<file path="src/rtl/uff_pkg.sv">
// Shared constants and types of the UART frame-format and control block.
// Assumes one 100 MHz clock and a synchronous active-low reset.
package uff_pkg;

	// ----------------------------------------------------------------
	// Register map
	// ----------------------------------------------------------------
	localparam logic [7:0] UFF_ADDR_STATUS = 8'hf8;
	localparam logic [7:0] UFF_ADDR_DATA   = 8'hf9;
	localparam logic [7:0] UFF_ADDR_CTRL   = 8'hfb;

	// Control register: flush strobe at bit 7, configuration below it
	localparam int UFF_FLUSH_BIT = 7;

	// Status register bit positions
	localparam int UFF_ST_ACTIVE  = 0;
	localparam int UFF_ST_TX_BYTE = 1;
	localparam int UFF_ST_RX_BYTE = 2;
	localparam int UFF_ST_PAR_ERR = 3;
	localparam int UFF_ST_FRM_ERR = 4;

	// ----------------------------------------------------------------
	// Frame constants and timing
	// ----------------------------------------------------------------
	localparam int          UFF_TMR_W      = 16;
	localparam logic [2:0]  UFF_LAST_DATA  = 3'h7;
	localparam int          UFF_CLK_MHZ    = 100;
	localparam int          UFF_BIT_NS     = 160;
	localparam int          UFF_BIT_CYCLES = UFF_BIT_NS * UFF_CLK_MHZ / 1000;
	localparam logic        UFF_LINE_RESET = 1'b1;
	localparam logic        UFF_RTS_RESET  = 1'b1;

	// ----------------------------------------------------------------
	// Types
	// ----------------------------------------------------------------
	// Field order mirrors control register bits 6 down to 0
	typedef struct packed {
		logic flow_enable;
		logic ninth_bit_value;
		logic nine_bit_enable;
		logic parity_enable;
		logic two_stop_bits_select;
		logic stop_level;
		logic start_level;
	} uff_cfg_t;

	localparam uff_cfg_t UFF_CFG_RESET = uff_cfg_t'(7'h02);

	typedef struct packed {
		logic framing_error_flag;
		logic parity_error_flag;
		logic rx_byte;
		logic tx_byte;
	} uff_flags_t;

	typedef enum logic [2:0] {
		UFF_IDLE,
		UFF_START,
		UFF_DATA,
		UFF_NINTH,
		UFF_STOP1,
		UFF_STOP2
	} uff_phase_t;

	typedef struct packed {
		logic [UFF_TMR_W-1:0] cnt;
	} uff_tmr_st_t;

	typedef struct packed {
		uff_phase_t ph;
		logic [7:0] shift;
		logic [2:0] cnt;
		logic       ninth;
		logic       line;
		logic       done;
		logic       pend;
		logic [7:0] pend_data;
	} uff_tx_st_t;

	typedef struct packed {
		uff_cfg_t   cfg;
		uff_flags_t flags;
		uff_phase_t rx_ph;
		logic [7:0] rx_shift;
		logic [2:0] rx_cnt;
		logic       rx_ninth;
		logic [7:0] rx_data;
		logic [7:0] rdata;
		logic       rts_n;
	} uff_top_st_t;

endpackage

</file>
<file path="src/rtl/uff_bit_timer.sv">
// Bit-period timer: pulses once every period_i cycles after a restart.
// Assumes period_i is at least one and stable within a bit.
`timescale 1ns/1ps
`default_nettype none

module uff_bit_timer (
	// Clock and reset
	input  wire logic                          ref_clk_i,
	input  wire logic                          rstn_i,
	// Control
	input  wire logic                          restart_i,
	input  wire logic [uff_pkg::UFF_TMR_W-1:0] period_i,
	// Tick
	output logic                               tick_o
);

	uff_pkg::uff_tmr_st_t q;
	uff_pkg::uff_tmr_st_t d;

	assign tick_o = !restart_i && (q.cnt == period_i - 1'b1);

	always_comb begin
		d = q;
		if (restart_i || tick_o) begin
			d.cnt = '0;
		end else begin
			d.cnt = q.cnt + 1'b1;
		end
	end

	always_ff @(posedge ref_clk_i) begin
		if (!rstn_i) begin
			q <= '0;
		end else begin
			q <= d;
		end
	end

endmodule

`default_nettype wire

</file>
<file path="src/rtl/uff_top.sv">
// UART frame-format and control block: registers, receiver, flow control.
// Assumes a one-cycle register port and a line synchronous to ref_clk_i.
//
// The strobed register port was decided locally.
`timescale 1ns/1ps
`default_nettype none

module uff_top #(
	parameter int BIT_CYCLES = uff_pkg::UFF_BIT_CYCLES
) (
	// Clock and reset
	input  wire logic       ref_clk_i,
	input  wire logic       rstn_i,
	// Register port
	input  wire logic [7:0] addr_i,
	input  wire logic [7:0] wdata_i,
	input  wire logic       wr_i,
	input  wire logic       rd_i,
	output logic [7:0]      rdata_o,
	// Serial line
	input  wire logic       rxd_i,
	output logic            txd_o,
	// Flow control
	input  wire logic       cts_n_i,
	output logic            rts_n_o
);

	// ----------------------------------------------------------------
	// State and decode
	// ----------------------------------------------------------------
	uff_pkg::uff_top_st_t q;
	uff_pkg::uff_top_st_t d;

	logic                          wr_ctrl;
	logic                          wr_data;
	logic                          wr_stat;
	logic                          flush;
	logic                          rx_tick;
	logic [uff_pkg::UFF_TMR_W-1:0] rx_period;
	logic                          tx_busy;
	logic                          tx_done;
	logic                          parity_exp;
	logic [7:0]                    status;
	logic [7:0]                    ctrl_rd;

	assign wr_ctrl = wr_i && (addr_i == uff_pkg::UFF_ADDR_CTRL);
	assign wr_data = wr_i && (addr_i == uff_pkg::UFF_ADDR_DATA);
	assign wr_stat = wr_i && (addr_i == uff_pkg::UFF_ADDR_STATUS);
	// Writing zero to the flush position does nothing
	assign flush   = wr_ctrl && wdata_i[uff_pkg::UFF_FLUSH_BIT];

	// ----------------------------------------------------------------
	// Transmitter and receive bit timer
	// ----------------------------------------------------------------
	uff_tx #(
		.BIT_CYCLES (BIT_CYCLES)
	) u_tx (
		.ref_clk_i (ref_clk_i),
		.rstn_i    (rstn_i),
		.cfg_i     (q.cfg),
		.flush_i   (flush),
		.load_i    (wr_data),
		.data_i    (wdata_i),
		.cts_n_i   (cts_n_i),
		.busy_o    (tx_busy),
		.done_o    (tx_done),
		.txd_o     (txd_o)
	);

	// Start bit is checked at half a bit so data is sampled mid-bit
	assign rx_period = (q.rx_ph == uff_pkg::UFF_START)
	                 ? uff_pkg::UFF_TMR_W'(BIT_CYCLES / 2)
	                 : uff_pkg::UFF_TMR_W'(BIT_CYCLES);

	uff_bit_timer u_rx_timer (
		.ref_clk_i (ref_clk_i),
		.rstn_i    (rstn_i),
		.restart_i (q.rx_ph == uff_pkg::UFF_IDLE),
		.period_i  (rx_period),
		.tick_o    (rx_tick)
	);

	// Ones in data plus ninth bit must be even, or odd when odd sense chosen
	assign parity_exp = (^q.rx_shift) ^ q.cfg.ninth_bit_value;

	// ----------------------------------------------------------------
	// Read views
	// ----------------------------------------------------------------
	always_comb begin
		status                           = '0;
		status[uff_pkg::UFF_ST_ACTIVE]   = tx_busy || (q.rx_ph != uff_pkg::UFF_IDLE);
		status[uff_pkg::UFF_ST_TX_BYTE]  = q.flags.tx_byte;
		status[uff_pkg::UFF_ST_RX_BYTE]  = q.flags.rx_byte;
		status[uff_pkg::UFF_ST_PAR_ERR]  = q.flags.parity_error_flag;
		status[uff_pkg::UFF_ST_FRM_ERR]  = q.flags.framing_error_flag;
		// Flush position has no storage, so it reads zero in every state
		ctrl_rd                          = '0;
		ctrl_rd[uff_pkg::UFF_FLUSH_BIT-1:0] = q.cfg;
	end

	// ----------------------------------------------------------------
	// Next state
	// ----------------------------------------------------------------
	always_comb begin
		d       = q;
		d.rdata = '0;

		// Register reads: data only in the cycle after the strobe
		if (rd_i) begin
			case (addr_i)
				uff_pkg::UFF_ADDR_CTRL:   d.rdata = ctrl_rd;
				uff_pkg::UFF_ADDR_DATA:   d.rdata = q.rx_data;
				uff_pkg::UFF_ADDR_STATUS: d.rdata = status;
				default:                  d.rdata = '0;
			endcase
		end

		if (wr_ctrl) begin
			d.cfg = uff_pkg::uff_cfg_t'(wdata_i[uff_pkg::UFF_FLUSH_BIT-1:0]);
		end

		// Status flags clear by writing one; a same-cycle event wins below
		if (wr_stat) begin
			if (wdata_i[uff_pkg::UFF_ST_TX_BYTE]) d.flags.tx_byte = 1'b0;
			if (wdata_i[uff_pkg::UFF_ST_RX_BYTE]) d.flags.rx_byte = 1'b0;
			if (wdata_i[uff_pkg::UFF_ST_PAR_ERR]) d.flags.parity_error_flag = 1'b0;
			if (wdata_i[uff_pkg::UFF_ST_FRM_ERR]) d.flags.framing_error_flag = 1'b0;
		end

		if (tx_done) begin
			d.flags.tx_byte = 1'b1;
		end

		// Receiver
		case (q.rx_ph)
			uff_pkg::UFF_IDLE: begin
				// Idle line sits at the opposite of the start level
				if (rxd_i == q.cfg.start_level) begin
					d.rx_ph = uff_pkg::UFF_START;
				end
			end
			uff_pkg::UFF_START: begin
				if (rx_tick) begin
					// A glitch shorter than half a bit is not a start bit
					if (rxd_i == q.cfg.start_level) begin
						d.rx_ph  = uff_pkg::UFF_DATA;
						d.rx_cnt = '0;
					end else begin
						d.rx_ph = uff_pkg::UFF_IDLE;
					end
				end
			end
			uff_pkg::UFF_DATA: begin
				if (rx_tick) begin
					d.rx_shift = {rxd_i, q.rx_shift[7:1]};
					d.rx_cnt   = q.rx_cnt + 1'b1;
					if (q.rx_cnt == uff_pkg::UFF_LAST_DATA) begin
						d.rx_ph = q.cfg.nine_bit_enable ? uff_pkg::UFF_NINTH
						                                : uff_pkg::UFF_STOP1;
					end
				end
			end
			uff_pkg::UFF_NINTH: begin
				if (rx_tick) begin
					d.rx_ninth = rxd_i;
					d.rx_ph    = uff_pkg::UFF_STOP1;
				end
			end
			uff_pkg::UFF_STOP1: begin
				if (rx_tick) begin
					// Byte is delivered at the first stop bit either way
					d.rx_data       = q.rx_shift;
					d.flags.rx_byte = 1'b1;
					if (rxd_i != q.cfg.stop_level) begin
						d.flags.framing_error_flag = 1'b1;
					end
					if (q.cfg.nine_bit_enable && q.cfg.parity_enable
					    && (q.rx_ninth != parity_exp)) begin
						d.flags.parity_error_flag = 1'b1;
					end
					d.rx_ph = q.cfg.two_stop_bits_select ? uff_pkg::UFF_STOP2
					                                     : uff_pkg::UFF_IDLE;
				end
			end
			uff_pkg::UFF_STOP2: begin
				if (rx_tick) begin
					// A bad second stop shows one bit after the byte
					if (rxd_i != q.cfg.stop_level) begin
						d.flags.framing_error_flag = 1'b1;
					end
					d.rx_ph = uff_pkg::UFF_IDLE;
				end
			end
			default: begin
				d.rx_ph = uff_pkg::UFF_IDLE;
			end
		endcase

		// Flush drops a half-received byte but leaves every flag alone
		if (flush) begin
			d.rx_ph    = uff_pkg::UFF_IDLE;
			d.rx_shift = '0;
			d.rx_cnt   = '0;
			d.flags    = q.flags;
			if (wr_stat) begin
				d.flags = q.flags;
			end
		end

		// Ready to receive only while flow control is on and no unread byte is waiting
		d.rts_n = !(d.cfg.flow_enable && !d.flags.rx_byte);
	end

	always_ff @(posedge ref_clk_i) begin
		if (!rstn_i) begin
			q       <= '0;
			q.cfg   <= uff_pkg::UFF_CFG_RESET;
			q.rts_n <= uff_pkg::UFF_RTS_RESET;
		end else begin
			q <= d;
		end
	end

	assign rdata_o = q.rdata;
	assign rts_n_o = q.rts_n;

endmodule

`default_nettype wire

</file>
<file path="src/rtl/uff_tx.sv">
// Transmit framer: one holding byte, start/data/ninth/stop sequencing.
// Assumes cfg_i comes from the control register and tick_o from a timer.
`timescale 1ns/1ps
`default_nettype none

module uff_tx #(
	parameter int BIT_CYCLES = uff_pkg::UFF_BIT_CYCLES
) (
	// Clock and reset
	input  wire logic              ref_clk_i,
	input  wire logic              rstn_i,
	// Control
	input  wire uff_pkg::uff_cfg_t cfg_i,
	input  wire logic              flush_i,
	input  wire logic              load_i,
	input  wire logic [7:0]        data_i,
	input  wire logic              cts_n_i,
	// Status and line
	output logic                   busy_o,
	output logic                   done_o,
	output logic                   txd_o
);

	uff_pkg::uff_tx_st_t q;
	uff_pkg::uff_tx_st_t d;
	logic                tick;
	logic                cts_ok;
	logic                ninth_calc;

	uff_bit_timer u_timer (
		.ref_clk_i (ref_clk_i),
		.rstn_i    (rstn_i),
		.restart_i (q.ph == uff_pkg::UFF_IDLE),
		.period_i  (uff_pkg::UFF_TMR_W'(BIT_CYCLES)),
		.tick_o    (tick)
	);

	// Without flow control the clear-to-send line is ignored
	assign cts_ok = !cfg_i.flow_enable || !cts_n_i;
	// Even sense: ninth bit makes the count of ones even; odd inverts it
	assign ninth_calc = cfg_i.parity_enable ? (^q.pend_data) ^ cfg_i.ninth_bit_value
	                                        : cfg_i.ninth_bit_value;
	assign busy_o = (q.ph != uff_pkg::UFF_IDLE) || q.pend;
	assign done_o = q.done;
	assign txd_o  = q.line;

	always_comb begin
		d      = q;
		d.done = 1'b0;
		case (q.ph)
			uff_pkg::UFF_IDLE: begin
				d.line = ~cfg_i.start_level;
				if (q.pend && cts_ok) begin
					d.ph    = uff_pkg::UFF_START;
					d.line  = cfg_i.start_level;
					d.shift = q.pend_data;
					d.ninth = ninth_calc;
					d.cnt   = '0;
					d.pend  = 1'b0;
				end
			end
			uff_pkg::UFF_START: begin
				if (tick) begin
					d.ph    = uff_pkg::UFF_DATA;
					d.line  = q.shift[0];
					d.shift = {1'b0, q.shift[7:1]};
				end
			end
			uff_pkg::UFF_DATA: begin
				if (tick) begin
					if (q.cnt == uff_pkg::UFF_LAST_DATA) begin
						if (cfg_i.nine_bit_enable) begin
							d.ph   = uff_pkg::UFF_NINTH;
							d.line = q.ninth;
						end else begin
							d.ph   = uff_pkg::UFF_STOP1;
							d.line = cfg_i.stop_level;
						end
					end else begin
						d.cnt   = q.cnt + 1'b1;
						d.line  = q.shift[0];
						d.shift = {1'b0, q.shift[7:1]};
					end
				end
			end
			uff_pkg::UFF_NINTH: begin
				if (tick) begin
					d.ph   = uff_pkg::UFF_STOP1;
					d.line = cfg_i.stop_level;
				end
			end
			uff_pkg::UFF_STOP1: begin
				if (tick) begin
					if (cfg_i.two_stop_bits_select) begin
						d.ph = uff_pkg::UFF_STOP2;
					end else begin
						d.ph   = uff_pkg::UFF_IDLE;
						d.line = ~cfg_i.start_level;
						d.done = 1'b1;
					end
				end
			end
			uff_pkg::UFF_STOP2: begin
				if (tick) begin
					d.ph   = uff_pkg::UFF_IDLE;
					d.line = ~cfg_i.start_level;
					d.done = 1'b1;
				end
			end
			default: begin
				d.ph = uff_pkg::UFF_IDLE;
			end
		endcase
		if (load_i) begin
			d.pend      = 1'b1;
			d.pend_data = data_i;
		end
		// Flush drops the frame and any waiting byte, flags stay as they are
		if (flush_i) begin
			d.ph   = uff_pkg::UFF_IDLE;
			d.pend = 1'b0;
			d.done = 1'b0;
			d.line = ~cfg_i.start_level;
		end
	end

	always_ff @(posedge ref_clk_i) begin
		if (!rstn_i) begin
			q      <= '0;
			q.line <= uff_pkg::UFF_LINE_RESET;
		end else begin
			q <= d;
		end
	end

endmodule

`default_nettype wire

</file>
<file path="config.mk">
export PLATFORM = sky130hd
export DESIGN_NAME = uff_top
export DESIGN_NICKNAME = d
export VERILOG_FILES = /design/src/rtl/uff_pkg.sv /design/src/rtl/uff_bit_timer.sv /design/src/rtl/uff_top.sv /design/src/rtl/uff_tx.sv
export SDC_FILE = /design/constraint.sdc
export NUM_CORES = 1
export LEC_CHECK = 0
export ABC_AREA = 1
export BUFFER_PORTS_ARGS = -buffer_cell sky130_fd_sc_hd__clkbuf_2
export CORE_MARGIN = 4
export CORE_UTILIZATION = 50
export DETAILED_ROUTE_END_ITERATION = 12
export HOLD_SLACK_MARGIN = 0.08
export PLACE_DENSITY_LB_ADDON = 0.05
export SYNTH_ARGS = -nofsm -noshare
export SYNTH_HDL_FRONTEND = slang
export SYNTH_SLANG_ARGS = --single-unit
</file>
<file path="constraint.sdc">
create_clock -name ref_clk_i -period 1.8 [get_ports ref_clk_i]
set_input_delay 0.18 -clock ref_clk_i [delete_from_list [all_inputs] [get_ports ref_clk_i]]
set_output_delay 0.18 -clock ref_clk_i [all_outputs]
set_load 0.02 [all_outputs]
</file>
==> impl_results.md <==
- R2R depth: 11
- Pin count of the biggest net entering global routing: 26
- DRT antenna net count: 0
- Max cap viols: 0
- First-pass GRT wire length: between 15000 and 20000 um
- Instance count on the critical path: 11
- First drt pass iteration count: 5
- Clock Tree Buf Depth: 2
- IO Count: 32
- Die width: around 110 um
- CP startpoint kind: flop
- Worst path slowest cell: dfxtp_2
- Hold Path Depth: 5
- Yosys warns: 0
- Synthesized cell area: about 5000 um2
- Sum Neg Setup Slack: 0 ps
- Avg WL per Cell: about 12 um
- FMAX: ~0.61 GHz
- Starting Density: 51.4%
- Total congestion overflow: 0
- Via count: 4590
- Crit path top cell by count: nor2_1
- GRT Overall Usage: between 15 and 20%
- Die height: about 110 um
- Fillcell total: 960
- Rel. slew slack: between 70 and 80%
- CP arrival: about 1900 ps
- Die ar.: about 12000 um2
- Register area: 2020 um2
- Slew Limit Fails: 0
- Outcome: completed
- Worst-margin pin slew: approximately 380 ps
- Total CTS buffers: 9
- Final setup margin: 161 ps
- Leading area contributor after synthesis: dfxtp_1
- Clock skew: 13.8 ps
- Post-route DRC: 0
- Hold crit path type: in2reg
- Core area: between 9000 and 10000 um2
- Pwr Density: between 900 and 1000 nW/um2
- Seq/Total Area, Yosys: 40.2%
- Later-pin clock latency in the skew report: ~370 ps
- VDD IR max: about 0.00050 V
- Vias in the first global route: roughly 4200
- Post-Route WL: ~11000 um
- Clock Tree Root: clkbuf_8
- Final hold violation count: 0
- Top-area cell type share of the netlist area: 40.2%
- Setup slack at placement: between 80 and 90 ps
- Syn Area/Cell: ~6.8 um2
- Cell chain of the critical path: ha_1 > inv_1 > nor2_1 > nand2_2 > nor2_4 > nand2_1 > nor2_1 > nand3_1 > nor2_1 > nand2_1 > a21oi_1
- Slowest stage delay, CP: between 300 and 400 ps
- DR iter-0 viols: between 300 and 400
- Area occupied by multi-input gates: about 2600 um2
- Vias per cell: 5.03
- Worst EP required: ~2100 ps
- CTS clk-pin slew, worst paths: about 90 ps
- N_diodes: 0
- Final min period: roughly 1600 ps
- Final Setup Violations: 0
- Cells after Synth: around 740
- P&R area growth vs syn: 11.2%
- CP top delay family: simple AND/OR/NAND/NOR gates
- Critical Path Fanout Max: 3
- Final net count: around 800
- CTS Sinks: roughly 100
- Buf+Inv Stages, Crit Path: 1
- Share of layout cells above drive strength 1: 12.3%
- Synth unique cells: 40
- Leak: around 2.5 nW
- Rows: 36
- CTS tree: done
- RSZ-0062 raised after global routing: false
- Synth top area cells: dfxtp_1, nand2_1, nor2_1, inv_1, o21ai_0
- Critical path class: reg2reg
- Period utilisation layout: 91.1%
- Syn Nets: about 760
- Routability congestion estimate: roughly 0.85
- Register bit total from synthesis: 101
- Critical Path End Type: flop
- Initial antenna violation count: 0
- Number of buffers added on ports: 31
- H-tree depth: 3
- Post-detail-place hpwl: 8230 um
[sequential cells by signal (all words and copies together) (netlist names)]
signal and flops:
u_tx.q 24, rdata_o 8, q 27, u_tx.txd_o 1, u_rx_timer.q 16, ctrl_rd 7, u_tx.u_timer.q 16, u_tx.done_o 1
rts_n_o 1
[synth_stat cells (all sizes together)]
| master | number |
|---|---|
| nor4 | 2 |
| nand3 | 40 |
| ha | 6 |
| buf | 16 |
| o21ai | 61 |
| a221oi | 1 |
| clkbuf | 5 |
| xnor2 | 4 |
| xor2 | 9 |
| a21oi | 57 |
| o22a | 1 |
| a211oi | 2 |
| nor3b | 5 |
| nand2 | 190 |
| o221ai | 1 |
| o21a | 2 |
| dfxtp | 101 |
| and3 | 1 |
| nor2 | 110 |
| a31oi | 2 |
| nand4 | 10 |
| o22ai | 1 |
| o31ai | 1 |
| nor3 | 16 |
| inv | 90 |
| nand3b | 2 |
[layout by cell type (no fill, tap or decap), drive strengths merged, types with 2 or more instances in the layout]
| cell | Yosys | final |
|---|---|---|
| nand2 | 190 | 190 |
| nor2 | 110 | 110 |
| dfxtp | 101 | 101 |
| inv | 90 | 91 |
| o21ai | 61 | 61 |
| a21oi | 57 | 57 |
| nand3 | 40 | 40 |
| clkbuf | 5 | 40 |
| nor3 | 16 | 16 |
| buf | 16 | 14 |
| nand4 | 10 | 10 |
| xor2 | 9 | 9 |
| ha | 6 | 6 |
| nor3b | 5 | 5 |
| xnor2 | 4 | 4 |
| clkinvlp | 0 | 3 |
| dlygate4sd3 | 0 | 3 |
| nand3b | 2 | 2 |
| nor4 | 2 | 2 |
| a211oi | 2 | 2 |
| a31oi | 2 | 2 |
| o21a | 2 | 2 |
| clkinv | 0 | 2 |
[cell families after synthesis]
| family | after synthesis | synth area share [%] |
|---|---|---|
| AND/OR/NAND/NOR | 376 | 33.1 |
| AO/OA/AOI/OAI | 129 | 13.5 |
| buffers and inverters | 111 | 9.34 |
| flip-flops | 101 | 40.2 |
| XOR/XNOR | 13 | 2.27 |
| adder cells (fa/ha/maj) | 6 | 1.49 |
[worst min-delay path: cells and delay by family]
kind          cells  cell delay, ps
buf+inv           2             130
simple gates      3             130
[final cells by class]
type                    count  share of cell area [%]
multi-input cells         524                    45.7
flip-flops and latches    101                    36.3
inverters                  90                    6.09
repair buffers             48                    5.42
well taps                 133                    2.98
clock buffers               9                    2.22
clock inverters             7                    1.34
[worst paths after layout]
kind                        start              end  slack (ps)
setup / recovery  u_rx_timer.q[0]            q[34]         160
hold / removal               rd_i       rdata_o[7]         110
setup reg to reg  u_rx_timer.q[0]            q[34]         160
hold reg to reg   u_rx_timer.q[0]  u_rx_timer.q[0]         420
[routing by layer]
layer / track usage (%) / wire length, um / vias to the layer above
met1: 25.9 / 5250 / 2023
met5: 0 / 0 / -
met4: 6.76 / 204 / 0
met2: 32.6 / 5020 / 118
met3: 3.10 / 549 / 16
li1: - / - / 2433
[what timing repair did]
item                                    CTS  global route
endpoints found under the setup margin    0            27
hold endpoints to repair                  3             0
hold buffers                              3             0
resized for setup                         0            12
setup buffers                             0             5
[per-stage QoR]
step           utilization, %  hold slack [ps]  instances  instance area, um2  power (W)
5_1_grt                  57.1              137        912                5580    0.00587
6_report                 57.1              114        912                5580    0.00551
4_1_cts                  56.4             99.5        907                5510    0.00542
2_1_floorplan               -              306        736                5020    0.00366
3_3_place_gp             54.0              419        888                5280    0.00392
3_5_place_dp             54.0              424        888                5280    0.00395
[power breakdown]
group	total [W]	leakage [nW]	switching (W)	internal, W
Clock	0.00146	0.0918	0.000811	0.000647
Combinational	0.00155	1.56	0.000971	0.000576
Sequential	0.00251	0.817	0.000122	0.00239
Total	0.00551	2.47	0.00190	0.00361
(Power assumes the default switching activity.)
